**src/spc_map.vh**
```
// register offsets, field positions and reset values of the spi pin and control block
`ifndef SPC_MAP_VH
`define SPC_MAP_VH

// ----------------------------------------
// register offsets
// ----------------------------------------
`define SPC_OFS_CTRL1 4'h0
`define SPC_OFS_CTRL2 4'h1
`define SPC_OFS_RATE 4'h2
`define SPC_OFS_STATUS 4'h3
`define SPC_OFS_DATA_HI 4'h4
`define SPC_OFS_DATA_LO 4'h5
`define SPC_OFS_MATCH_HI 4'h6
`define SPC_OFS_MATCH_LO 4'h7
`define SPC_OFS_CTRL3 4'h8
`define SPC_OFS_IRQ_CLR 4'h9

// ----------------------------------------
// reset values and write masks
// ----------------------------------------
`define SPC_RST_CTRL1 8'h04
`define SPC_RST_CTRL2 8'h00
`define SPC_RST_RATE 8'h00
`define SPC_RST_CTRL3 8'h00
`define SPC_WMASK_CTRL2 8'hdb
`define SPC_WMASK_RATE 8'h7f

// ----------------------------------------
// control_one fields
// ----------------------------------------
`define SPC_C1_RX_IRQ 7
`define SPC_C1_ENABLE 6
`define SPC_C1_TX_IRQ 5
`define SPC_C1_MASTER 4
`define SPC_C1_POL 3
`define SPC_C1_PHASE 2
`define SPC_C1_SEL_OUT 1
`define SPC_C1_LOW_FIRST 0

// ----------------------------------------
// control_two, control_three and status fields
// ----------------------------------------
`define SPC_C2_MATCH_IRQ 7
`define SPC_C2_WIDE 6
`define SPC_C2_FAULT_EN 4
`define SPC_C2_BIDIR_OE 3
`define SPC_C2_PIN_MODE 0
`define SPC_C3_QUEUE 0
`define SPC_ST_RX_FULL 7
`define SPC_ST_MATCH 6
`define SPC_ST_TX_EMPTY 5
`define SPC_ST_FAULT 4

// ----------------------------------------
// shift timing
// ----------------------------------------
`define SPC_LAST_EDGE_8 5'd15
`define SPC_LAST_EDGE_16 5'd31
`define SPC_RATE_EXP_MAX 4'h8

`endif

```
**src/spc_baud.v**
```verilog
// half-bit tick generator for the master serial clock
`timescale 1ns/1ps
`include "spc_map.vh"
module spc_baud (
  input wire sys_clk,
  input wire rst_b,
  input wire run,
  input wire [2:0] prescale,
  input wire [3:0] rate_exp,
  output reg tick_q
);

  reg [11:0] cnt_q;
  wire [3:0] exp_c;
  wire [11:0] half_div;
  wire [11:0] limit;

  // reserved exponent codes are clamped to the largest divisor
  assign exp_c = (rate_exp > `SPC_RATE_EXP_MAX) ? `SPC_RATE_EXP_MAX : rate_exp;
  // half period = (prescale + 1) * 2^exp, the full bit is twice that
  assign half_div = ({9'h000, prescale} + 12'h001) << exp_c;
  assign limit = half_div - 12'h001;

  // counter restarts whenever the master is idle so the first edge is a full half bit away
  always @(posedge sys_clk or negedge rst_b) begin
    if (!rst_b) begin
      cnt_q <= 12'h000;
      tick_q <= 1'b0;
    end else if (!run) begin
      cnt_q <= 12'h000;
      tick_q <= 1'b0;
    end else if (cnt_q == limit) begin
      cnt_q <= 12'h000;
      tick_q <= 1'b1;
    end else begin
      cnt_q <= cnt_q + 12'h001;
      tick_q <= 1'b0;
    end
  end

endmodule

```
**src/spc_top.v**
```verilog
// spi pin routing, control registers and shift engine
// Operation
// - enable low: all four pins go back to their other functions
// - serial clock pin is input as slave, driven output as master
// - normal pin mode: mosi is data out as master, data in as slave
// - single-wire master: mosi is the data pin, direction set by output enable
// - single-wire slave: mosi unused and released
// - normal pin mode: miso is data in as master, data out as slave
// - single-wire slave: miso is the data pin, direction set by output enable
// - single-wire master: miso unused and released
// - slave select is active low; the master pulls it low to select us
// - master select pin: released, fault input, or automatic select output
// - receive enable gates interrupt on receive full or mode fault
// - clearing enable disables, idles and resets all status flags
// - transmit enable requests interrupt while transmit empty is set
// - master select bit: 0 slave, 1 master
// - polarity 0 idles clock low, 1 idles it high; both ends must match
// - phase 0 first edge mid bit, phase 1 first edge at bit start
// - shift order bit picks lsb or msb first; register layout fixed
// - match enable requests interrupt while receive match flag is set
// - word length bit sizes shifter, match and buffers to 8 or 16 bits
// - master word length change aborts, idles and resets flags
// - receive full set at transfer end, cleared by status then data read
`timescale 1ns/1ps
`include "spc_map.vh"
module spc_top (
  input wire sys_clk,
  input wire rst_b,
  input wire [3:0] reg_addr,
  input wire [7:0] reg_wdata,
  input wire reg_wr,
  input wire reg_rd,
  output reg [7:0] reg_rdata,
  input wire sck_in,
  output reg sck_out,
  output reg sck_oe,
  output reg sck_claim,
  input wire mosi_in,
  output reg mosi_out,
  output reg mosi_oe,
  output reg mosi_claim,
  input wire miso_in,
  output reg miso_out,
  output reg miso_oe,
  output reg miso_claim,
  input wire ss_b_in,
  output reg ss_b_out,
  output reg ss_b_oe,
  output reg ss_claim,
  output reg irq_req
);

  // ----------------------------------------
  // state and storage
  // ----------------------------------------
  localparam ST_IDLE = 1'b0;
  localparam ST_RUN = 1'b1;

  reg [7:0] ctrl1_q, ctrl2_q, rate_q, ctrl3_q, match_hi_q, match_lo_q;
  reg [7:0] tx_hi_q, tx_lo_q;
  reg [15:0] rx_buf_q, sh_tx_q, sh_rx_q;
  reg [4:0] edge_q;
  reg state_q, sck_lvl_q, dout_q, wide_prev_q, ss_idle_q;
  reg rx_full_q, match_q, tx_empty_q, fault_q;
  reg arm_rx_q, arm_tx_q, arm_match_q, arm_fault_q;
  reg [3:0] sync1_q, sync2_q;
  reg sck_prev_q;
  wire tick;

  // ----------------------------------------
  // control fields
  // ----------------------------------------
  wire system_enable = ctrl1_q[`SPC_C1_ENABLE];
  wire master_select = ctrl1_q[`SPC_C1_MASTER];
  wire clock_polarity = ctrl1_q[`SPC_C1_POL];
  wire clock_phase = ctrl1_q[`SPC_C1_PHASE];
  wire select_output_enable = ctrl1_q[`SPC_C1_SEL_OUT];
  wire low_bit_first = ctrl1_q[`SPC_C1_LOW_FIRST];
  wire receive_irq_enable = ctrl1_q[`SPC_C1_RX_IRQ];
  wire transmit_irq_enable = ctrl1_q[`SPC_C1_TX_IRQ];
  wire match_irq_enable = ctrl2_q[`SPC_C2_MATCH_IRQ];
  wire wide = ctrl2_q[`SPC_C2_WIDE];
  wire mode_fault_enable = ctrl2_q[`SPC_C2_FAULT_EN];
  wire bidir_output_enable = ctrl2_q[`SPC_C2_BIDIR_OE];
  wire single_wire_pin_mode = ctrl2_q[`SPC_C2_PIN_MODE];
  wire queue_mode_enable = ctrl3_q[`SPC_C3_QUEUE];

  // synchronised pin levels, order {sck, ss, mosi, miso}
  wire sck_s = sync2_q[3];
  wire ss_b_s = sync2_q[2];
  wire mosi_s = sync2_q[1];
  wire miso_s = sync2_q[0];

  wire is_master = system_enable & master_select;
  wire is_slave = system_enable & ~master_select;
  wire selected = is_slave & ~ss_b_s;
  wire fault_ev = is_master & mode_fault_enable & ~select_output_enable & ~ss_b_s;
  wire wide_flip = is_master & (wide != wide_prev_q);
  wire flag_reset = ~system_enable | wide_flip;
  wire abort = flag_reset | fault_ev | (is_slave & ss_b_s);
  wire [4:0] last_edge = wide ? `SPC_LAST_EDGE_16 : `SPC_LAST_EDGE_8;
  wire [15:0] width_mask = wide ? 16'hffff : 16'h00ff;
  wire [15:0] tx_word = {tx_hi_q, tx_lo_q} & width_mask;
  wire [15:0] match_word = {match_hi_q, match_lo_q} & width_mask;

  // ----------------------------------------
  // shared helpers
  // ----------------------------------------
  // register bit that carries serial bit idx; storage keeps msb at bit 7 or 15
  function [3:0] bit_pos;
    input [3:0] idx;
    input lsb_first;
    input wide_mode;
    begin
      if (lsb_first) begin
        bit_pos = idx;
      end else if (wide_mode) begin
        bit_pos = 4'd15 - idx;
      end else begin
        bit_pos = 4'd7 - idx;
      end
    end
  endfunction

  // data input follows the pin mode and role
  wire din = is_master ? (single_wire_pin_mode ? mosi_s : miso_s)
    : (single_wire_pin_mode ? miso_s : mosi_s);

  // master edges come from the divider, slave edges from the synchronised clock
  wire link_ev = is_master ? tick : (sck_s != sck_prev_q);
  wire ev = (state_q == ST_RUN) & link_ev;
  // sampling edge is the leading one for phase 0, the trailing one for phase 1
  wire sample_now = ev & (edge_q[0] == clock_phase);
  wire [3:0] bit_idx = edge_q[4:1];
  wire [3:0] drive_idx = clock_phase ? bit_idx : bit_idx + 4'd1;
  wire load_go = (state_q == ST_IDLE) & ~abort & ((is_master & ~tx_empty_q) | selected);
  wire done = ev & (edge_q == last_edge);

  reg [15:0] rx_cur;
  // receive shifter with the bit of this cycle merged in
  always @* begin
    rx_cur = sh_rx_q;
    if (sample_now) begin
      rx_cur[bit_pos(bit_idx, low_bit_first, wide)] = din;
    end
  end

  spc_baud u_baud (
    .sys_clk(sys_clk),
    .rst_b(rst_b),
    .run(is_master & (state_q == ST_RUN)),
    .prescale(rate_q[6:4]),
    .rate_exp(rate_q[3:0]),
    .tick_q(tick)
  );

  // ----------------------------------------
  // pin synchronisers
  // ----------------------------------------
  // the first stage feeds only the second; the edge detector looks at stage two
  always @(posedge sys_clk or negedge rst_b) begin
    if (!rst_b) begin
      sync1_q <= 4'hf;
      sync2_q <= 4'hf;
      sck_prev_q <= 1'b1; // matches the synchroniser reset, so no false edge
    end else begin
      sync1_q <= {sck_in, ss_b_in, mosi_in, miso_in};
      sync2_q <= sync1_q;
      sck_prev_q <= sync2_q[3];
    end
  end

  // ----------------------------------------
  // register writes and status flags
  // ----------------------------------------
  // all clears but the disable or width reset are written first so that a hardware set in the same cycle wins
  always @(posedge sys_clk or negedge rst_b) begin
    if (!rst_b) begin
      ctrl1_q <= `SPC_RST_CTRL1;
      ctrl2_q <= `SPC_RST_CTRL2;
      rate_q <= `SPC_RST_RATE;
      ctrl3_q <= `SPC_RST_CTRL3;
      match_hi_q <= 8'h00;
      match_lo_q <= 8'h00;
      tx_hi_q <= 8'h00;
      tx_lo_q <= 8'h00;
      wide_prev_q <= 1'b0;
      rx_full_q <= 1'b0;
      match_q <= 1'b0;
      tx_empty_q <= 1'b1;
      fault_q <= 1'b0;
      arm_rx_q <= 1'b0;
      arm_tx_q <= 1'b0;
      arm_match_q <= 1'b0;
      arm_fault_q <= 1'b0;
    end else begin
      wide_prev_q <= wide;
      if (reg_wr) begin
        case (reg_addr)
          `SPC_OFS_CTRL1: ctrl1_q <= reg_wdata;
          `SPC_OFS_CTRL2: ctrl2_q <= reg_wdata & `SPC_WMASK_CTRL2;
          `SPC_OFS_RATE: rate_q <= reg_wdata & `SPC_WMASK_RATE;
          `SPC_OFS_CTRL3: ctrl3_q <= reg_wdata;
          `SPC_OFS_MATCH_HI: match_hi_q <= reg_wdata;
          `SPC_OFS_MATCH_LO: match_lo_q <= reg_wdata;
          `SPC_OFS_DATA_HI: tx_hi_q <= reg_wdata;
          `SPC_OFS_DATA_LO: tx_lo_q <= reg_wdata;
          default: ;
        endcase
      end
      // reading status arms the clear of each flag that is set
      if (reg_rd && reg_addr == `SPC_OFS_STATUS) begin
        arm_rx_q <= rx_full_q;
        arm_tx_q <= tx_empty_q;
        arm_match_q <= match_q;
        arm_fault_q <= fault_q;
      end
      if (reg_rd && reg_addr == `SPC_OFS_DATA_LO && arm_rx_q) begin
        rx_full_q <= 1'b0;
        arm_rx_q <= 1'b0;
      end
      // the low byte write commits the word, so a 16-bit write goes high then low
      if (reg_wr && reg_addr == `SPC_OFS_DATA_LO && arm_tx_q) begin
        tx_empty_q <= 1'b0;
        arm_tx_q <= 1'b0;
      end
      if (reg_wr && reg_addr == `SPC_OFS_STATUS && reg_wdata[`SPC_ST_MATCH] && arm_match_q) begin
        match_q <= 1'b0;
        arm_match_q <= 1'b0;
      end
      if (reg_wr && reg_addr == `SPC_OFS_CTRL1 && arm_fault_q) begin
        fault_q <= 1'b0;
        arm_fault_q <= 1'b0;
      end
      // hardware sets
      if (load_go) begin
        tx_empty_q <= 1'b1;
      end
      if (done && !abort) begin
        rx_full_q <= 1'b1;
        if ((rx_cur & width_mask) == match_word) begin
          match_q <= 1'b1;
        end
      end
      if (fault_ev) begin
        fault_q <= 1'b1;
      end
      // disable or a master width change returns every flag to its reset value
      if (flag_reset) begin
        rx_full_q <= 1'b0;
        match_q <= 1'b0;
        tx_empty_q <= 1'b1;
        fault_q <= 1'b0;
        arm_rx_q <= 1'b0;
        arm_tx_q <= 1'b0;
        arm_match_q <= 1'b0;
        arm_fault_q <= 1'b0;
      end
    end
  end

  // ----------------------------------------
  // shift engine
  // ----------------------------------------
  // one edge counter serves both roles; only the source of edges differs
  always @(posedge sys_clk or negedge rst_b) begin
    if (!rst_b) begin
      state_q <= ST_IDLE;
      edge_q <= 5'd0;
      sck_lvl_q <= 1'b0;
      dout_q <= 1'b0;
      sh_tx_q <= 16'h0000;
      sh_rx_q <= 16'h0000;
      rx_buf_q <= 16'h0000;
    end else begin
      case (state_q)
        ST_IDLE: begin
          edge_q <= 5'd0;
          sck_lvl_q <= 1'b0;
          if (load_go) begin
            state_q <= ST_RUN;
            sh_tx_q <= tx_word;
            sh_rx_q <= 16'h0000;
            dout_q <= tx_word[bit_pos(4'd0, low_bit_first, wide)];
          end
        end
        ST_RUN: begin
          if (abort) begin
            state_q <= ST_IDLE;
            edge_q <= 5'd0;
            sck_lvl_q <= 1'b0;
          end else if (ev) begin
            sck_lvl_q <= ~sck_lvl_q;
            edge_q <= edge_q + 5'd1;
            sh_rx_q <= rx_cur;
            if (!sample_now && !done) begin
              dout_q <= sh_tx_q[bit_pos(drive_idx, low_bit_first, wide)];
            end
            if (done) begin
              state_q <= ST_IDLE;
              rx_buf_q <= rx_cur & width_mask;
            end
          end
        end
        default: state_q <= ST_IDLE;
      endcase
    end
  end

  // ----------------------------------------
  // pin routing
  // ----------------------------------------
  // registered so that every pin output leaves a flip-flop; costs one cycle of skew
  always @(posedge sys_clk or negedge rst_b) begin
    if (!rst_b) begin
      sck_out <= 1'b0;
      sck_oe <= 1'b0;
      sck_claim <= 1'b0;
      mosi_out <= 1'b0;
      mosi_oe <= 1'b0;
      mosi_claim <= 1'b0;
      miso_out <= 1'b0;
      miso_oe <= 1'b0;
      miso_claim <= 1'b0;
      ss_b_out <= 1'b1;
      ss_idle_q <= 1'b1;
      ss_b_oe <= 1'b0;
      ss_claim <= 1'b0;
    end else begin
      // idle level follows polarity, toggles while a word runs in either role; the pin is driven only as master
      sck_out <= clock_polarity ^ sck_lvl_q;
      sck_oe <= is_master;
      sck_claim <= system_enable;
      mosi_out <= dout_q;
      mosi_oe <= is_master & (~single_wire_pin_mode | bidir_output_enable);
      mosi_claim <= system_enable & ~(single_wire_pin_mode & ~master_select);
      miso_out <= dout_q;
      // in normal pin mode the slave drives miso only while selected so several slaves can share it
      miso_oe <= is_slave & (single_wire_pin_mode ? bidir_output_enable : ~ss_b_s);
      miso_claim <= system_enable & ~(single_wire_pin_mode & master_select);
      ss_idle_q <= (state_q == ST_IDLE); // holds select past the last clock edge
      ss_b_out <= (state_q == ST_IDLE) & ss_idle_q;
      ss_b_oe <= is_master & mode_fault_enable & select_output_enable;
      ss_claim <= system_enable & (~master_select | mode_fault_enable);
    end
  end

  // ----------------------------------------
  // interrupt request and read port
  // ----------------------------------------
  // without a queue implemented, receive full also stands for queue full
  always @(posedge sys_clk or negedge rst_b) begin
    if (!rst_b) begin
      irq_req <= 1'b0;
      reg_rdata <= 8'h00;
    end else begin
      irq_req <= system_enable & (
        (receive_irq_enable & (rx_full_q | (fault_q & ~queue_mode_enable))) |
        (transmit_irq_enable & tx_empty_q) |
        (match_irq_enable & match_q));
      reg_rdata <= 8'h00;
      if (reg_rd) begin
        case (reg_addr)
          `SPC_OFS_CTRL1: reg_rdata <= ctrl1_q;
          `SPC_OFS_CTRL2: reg_rdata <= ctrl2_q;
          `SPC_OFS_RATE: reg_rdata <= rate_q;
          `SPC_OFS_STATUS: reg_rdata <= {rx_full_q, match_q, tx_empty_q, fault_q, 4'h0};
          `SPC_OFS_DATA_HI: reg_rdata <= rx_buf_q[15:8];
          `SPC_OFS_DATA_LO: reg_rdata <= rx_buf_q[7:0];
          `SPC_OFS_MATCH_HI: reg_rdata <= match_hi_q;
          `SPC_OFS_MATCH_LO: reg_rdata <= match_lo_q;
          `SPC_OFS_CTRL3: reg_rdata <= ctrl3_q;
          default: reg_rdata <= 8'h00;
        endcase
      end
    end
  end

endmodule

```
**config.mk**
```make
export PLATFORM = sky130hd
export DESIGN_NAME = spc_top
export DESIGN_NICKNAME = d
export VERILOG_FILES = /design/src/spc_baud.v /design/src/spc_top.v
export VERILOG_INCLUDE_DIRS = /design/src
export SDC_FILE = /design/constraint.sdc
export NUM_CORES = 1
export LEC_CHECK = 0
export BUFFER_PORTS_ARGS = -buffer_cell sky130_fd_sc_hd__buf_2
export CAP_MARGIN = 15
export CORE_MARGIN = 4
export CORE_UTILIZATION = 60
export CTS_CLUSTER_DIAMETER = 150
export CTS_CLUSTER_SIZE = 14
export DETAILED_ROUTE_END_ITERATION = 12
export GPL_TIMING_DRIVEN = 0
export PLACE_DENSITY = 0.75
export REMOVE_ABC_BUFFERS = 1
export SYNTH_ARGS = -nofsm -noshare
export SYNTH_HDL_FRONTEND = slang
export SYNTH_SLANG_ARGS = --single-unit
```
**constraint.sdc**
```tcl
create_clock -name sys_clk -period 9.7 [get_ports sys_clk]
set_clock_uncertainty 0.2 [all_clocks]
set_input_delay 1.94 -clock sys_clk [delete_from_list [all_inputs] [get_ports sys_clk]]
set_output_delay 1.94 -clock sys_clk [all_outputs]
set_load 0.005 [all_outputs]
```
==> impl_metrics.ini, run 1 <==
[final_layout]
areaGrowthSynthToFinish_pct = 9.989
final_nets = 896
drive_gt1_share_pct = 20.81
diodes = 0
stdcell_count = 1068

[timing]
worst_slew_pin_slew_ps = 1251
final-hold-violation-count = 0
period_share_pct = 46.65
min_period_ps = 4525
relSlewSlack_pct = 15.80
drv_slew = 0
rsz0062_at_grt = false
setup_viol_count_final = 0
fmax_ghz = 0.2210
tns_ps = 0

[routing]
drt_wl_total_um = 23060
drt_pass1_iterations = 7
avgViaCountPerCell = 6.614
drc_errors = 0
vias = 7064
wl_per_cell_um = 21.59
drtIter0Drc = 853
final_antenna_net_count = 0

[placed_design]
dp_cells = 1035
hpwlAfterDp_um = 15820
portBuffers = 40
gp_congestion = 0.9399

[synth]
synth_area_leaders = dfrtp_1, mux2_2, o21ai_0, dfstp_2, nand2_1
syn_area_per_cell_um2 = 10.38
synth_top_area_share_pct = 43.77
synthDistinctLibCells = 70
seq_area_frac_synth_pct = 47.60
synthCells = 859
yosysMostFrequentCell = dfrtp_1
syn_area_um2 = 8919
async_reset_ff_share_pct = 100.0
synth_largest_area_cell = dfrtp_1
synth-seq-cells = 169
yosys_warnings = 0
synth_edf_count = 0
synth_common_cells = dfrtp_1, nand2_1, mux2_2
yosys_most_used_dff = dfrtp_1

[critical_path]
arrival_ps = 4570
crit_family = simple AND/OR/NAND/NOR gates
path_depth = 9
cp_num_buf_inv = 0
worst_path_largest_cell_delay_ps = 770
worst_r2r_path_depth = 9
cp-end-kind = flip-flop
start_kind = flip-flop
cp_slowest_cell = mux2i_2
reg2reg_setup_slack_ps = 5170
critical_path_class = flip-flop to flip-flop
crit_chain = ha_1, or3b_4, o2111a_1, or2_4, or4_1, or3_1, o22a_1, mux2i_2, a211oi_1
crit_path_max_fanout = 13
cp.required_ps = 9750

[clock_network]
clk_path_buf_depth = 2
cts.sinks = 169
post-cts-setup-buffer-count = 0
clk_pin_slew_ps = 70
post_cts_resized = 0
cts-root-buf = clkbuf_16
cts_tree = done
ctsHtreeMaxLevel = 4
cts_hold_buf = 0
cts-buffers-inserted = 17
insertion_delay_ps = 430

[die]
die_area_um2 = 16880
io_pins = 41
fp.dieH_um = 129.9
core-area_um2 = 14530
die_width_um = 129.9
fp-row-count = 44
initial_core_util_pct = 61.36

[global_routing]
grt_usage_pct = 28.28
grt_antenna_before_repair = 0
grt_pass1_vias = 6813
globalRouteOverflowTotal = 0
grt_max_degree = 88
grt_pass1_wl_um = 36940

[pwr]
ir_drop_mv = 0.1543
leakagePower_nw = 4.099
p_per_area_nw_per_um2 = 218.8

[hold_path]
holdPathStages = 0
hold_class = flip-flop to flip-flop

[job]
max-cap-violations = 0

[status]
status = finished clean
logic make-up after synthesis:
family / synth area share, %
DFF: 47.60
and+or+nand+nor: 14.69
xor gates and xnor gates: 4.798
muxes: 13.01
adders and majority gates: 0.7015
buffers and inverters: 3.044
AOI/OAI and AO/OA: 16.16
worst reg2reg max path, cell delays in order (launching register included):
cell and delay, ps:
dfrtp_1 530, ha_1 440, or3b_4 430, o2111a_1 190
or2_4 290, or4_1 660, or3_1 410, o22a_1 220
mux2i_2 770, a211oi_1 210
final timing paths:
kind                                    end       start
min in group asynchronous         rate_q[1]       rst_b
setup / recovery           u_baud.cnt_q[11]   rate_q[4]
hold reg to reg                  sync2_q[3]  sync1_q[3]
setup reg to reg           u_baud.cnt_q[11]   rate_q[4]
max in group asynchronous        sync2_q[0]       rst_b
hold / removal                   sync2_q[3]  sync1_q[3]
layout by cell type, fill, tap and decap left out, types with 6 or more instances in the layout:
cell type / n
inv_1: 15
and3_1: 12
xor2_1: 24
o21a_1: 6
mux2_2: 74
nand2b_1: 12
nor2_1: 35
nand3_1: 29
o21ai_0: 73
a22oi_1: 10
clkbuf_16: 17
nor3_1: 29
xnor2_1: 23
a21oi_1: 35
a211oi_2: 9
mux2i_1: 20
buf_2: 39
dfstp_2: 13
dfrtp_1: 156
a31oi_1: 14
or3_1: 7
nor4_1: 7
nand2_1: 85
a22o_1: 14
nor2b_1: 11
routing by layer:
layer / global-route usage (%) / up-vias / wire length (µm)
met3: 4.871 / 44 / 1654
li1: - / 3176 / -
met4: 9.108 / 0 / 457
met2: 45.01 / 317 / 11040
met1: 39.95 / 3527 / 9902
met5: 0 / - / 0
cell type report:
class	instances	area, µm²
fill	1106	4725
tap	184	230.2
multi-input combinational	626	4402
clock inverter	12	173.9
timing repair buffer	42	265.3
sequential	169	4245
inverter	15	56.30
clock buffer	20	436.7
stage by stage:
stage	hold slack (ps)	cell area [µm²]	setup WS (ps)	utilization [%]	power, mW
final	156.2	9809	5175	67.49	2.146
after global routing	157.6	9809	4960	67.49	2.246
after detailed placement	146.8	9171	5206	63.10	1.429
after global placement	146.0	9134	4104	62.84	1.399
after floorplan	145.2	8703	5765	-	1.259
after CTS	156.9	9782	5206	67.30	2.144
state kept, by name (all words and copies together), names as in the netlist, 6 cells and up:
name and flops:
rx_buf_q 16, sh_rx_q 16, sh_tx_q 16, u_baud.cnt_q 12, ctrl1_q 8, ctrl3_q 8
match_hi_q 8, match_lo_q 8, reg_rdata 8, tx_hi_q 8, tx_lo_q 8, rate_q 7
ctrl2_q 6
power by group:
group / total [mW] / internal, mW / leakage, nW / switching [mW]
clock: 0.712 / 0.431 / 0.299 / 0.281
sequential: 0.925 / 0.809 / 2.19 / 0.116
combinational: 0.510 / 0.226 / 1.61 / 0.284
Power figures use the tool's default switching activity.
==> run 2, diff against run 1 <==
==> constraint.sdc (replaced) <==
create_clock -name sys_clk -period 4.4 [get_ports sys_clk]
set_clock_uncertainty 0.2 [all_clocks]
set_input_delay 0.88 -clock sys_clk [delete_from_list [all_inputs] [get_ports sys_clk]]
set_output_delay 0.88 -clock sys_clk [all_outputs]
set_load 0.005 [all_outputs]
==> impl_metrics.ini, run 2 (synthesis results as in run 1) <==
[routing]
drt_wl_total_um = 22980
final_antenna_net_count = 0
vias = 7062
avgViaCountPerCell = 6.606
wl_per_cell_um = 21.49
drt_pass1_iterations = 7
drtIter0Drc = 784
drc_errors = 0

[final_layout]
utilization_pct = 67.73
diodes = 0
final_nets = 897
stdcell_area_um2 = 9844
areaGrowthSynthToFinish_pct = 10.38
reg_top3 = rx_buf_q x16, sh_rx_q x16, sh_tx_q x16
final_common_cell = dfrtp_1
layout_common_cells = dfrtp_1, nand2_1, mux2_2, o21ai_0, buf_2
drive_gt1_share_pct = 21.02

[timing]
relSlewSlack_pct = 20.51
final-hold-violation-count = 0
fmax_ghz = 0.2377
min_period_ps = 4208
setup_ws_ps = 192.3
period_share_pct = 95.63
setup_viol_count_final = 0
worst_slew_pin_slew_ps = 1181
drv_slew = 0
rsz0062_at_grt = false
hold_ws_ps = 156.1

[pwr]
leakagePower_nw = 4.109
p_per_area_nw_per_um2 = 481.9
ir_drop_mv = 0.3382
finalPower_mw = 4.744

[critical_path]
cp-startpoint = rate_q[4]
cp_slowest_cell = or4_1
cp_num_buf_inv = 0
critical_path_class = flip-flop to flip-flop
start_kind = flip-flop
reg2reg_to = u_baud.cnt_q[11]
arrival_ps = 4280
worst_r2r_path_depth = 9
crit_family = simple AND/OR/NAND/NOR gates
timing.critical_path.to = u_baud.cnt_q[11]
crit_chain = ha_1, or3b_4, o2111a_1, or2_4, or4_1, or3_1, o22a_1, mux2i_4, a211oi_1
crit_path_max_fanout = 13
cp.required_ps = 4470
reg2reg_from = rate_q[4]
worst_path_largest_cell_delay_ps = 660
reg2reg_setup_slack_ps = 190
cp-end-kind = flip-flop
path_depth = 9

[placed_design]
pre_cts_slack_ps = -41.12
portBuffers = 40
place_area_um2 = 9171
gp_congestion = 0.9399
hpwlAfterDp_um = 15820

[clock_network]
cts_hold_buf = 0
ctsHtreeMaxLevel = 4
clk_pin_slew_ps = 70
insertion_delay_ps = 430
cts-root-buf = clkbuf_16
clk_path_buf_depth = 2
cts.sinks = 169
cts-buffers-inserted = 17
cts_tree = done

[global_routing]
grt_max_degree = 88
grt_pass1_vias = 6813
grt_usage_pct = 28.28
grt_antenna_before_repair = 0
grt_pass1_wl_um = 36950
globalRouteOverflowTotal = 0

[job]
max-cap-violations = 0

[die]
die_area_um2 = 16880
initial_core_util_pct = 61.36
die_width_um = 129.9
core-area_um2 = 14530
io_pins = 41
fp-row-count = 44
fp.dieH_um = 129.9

[hold_path]
hold_class = flip-flop to flip-flop
holdPathStages = 0

[status]
status = finished clean
run 2: changes by cell type in the layout (fill, tap and decap cells not counted):
cell	before	now
a31oi_1	14	13
mux2i_2	1	0
a31oi_2	0	1
buf_12	0	1
mux2i_4	0	1
run 2: timing repair:
item / CTS / global route
setup endpoints to repair: 12 / 13
setup buffers: 0 / 1
gates resized for setup: 1 / 1
pin swaps: 0 / 1
cloned: 0 / 0
run 2: final cells by class:
cell class,instances,area (µm²)
clock buffer,20,436.7
clock inverter,12,173.9
fill,1100,4690
inverter,15,56.30
multi-input combinational,626,4417
sequential,169,4245
tap,184,230.2
timing repair buffer,43,285.3
run 2: how the worst min path moves through the flow:
stage,startpoint,end,slack [ps]
floorplan,sync1_q[0],sync2_q[0],150
global placement,sync1_q[1],sync2_q[1],150
detailed placement,sync1_q[2],sync2_q[2],150
CTS,sync1_q[3],sync2_q[3],160
global route,sync1_q[3],sync2_q[3],160
finish,sync1_q[3],sync2_q[3],160
run 2: metrics by stage:
stage | cells | TNS [ps]
floorplan | 810 | 0
global placement | 1034 | -19700
detailed placement | 1035 | -73.48
CTS | 1067 | 0
global route | 1069 | 0
finish | 1069 | 0
run 2: power by group:
part / switching (mW) / internal [mW] / leakage, nW / total [mW]
sequential: 0.255 / 1.78 / 2.19 / 2.04
clock: 0.618 / 0.951 / 0.299 / 1.57
combinational: 0.631 / 0.507 / 1.62 / 1.14
run 2: layer usage:
metal  up-vias  track usage [%]  wire length (µm)
li1       3175                -                 -
met1      3505            39.93              9698
met2       340            45.01             11000
met3        42            4.871              1805
met4         0            9.108               474
met5         -                0                 0
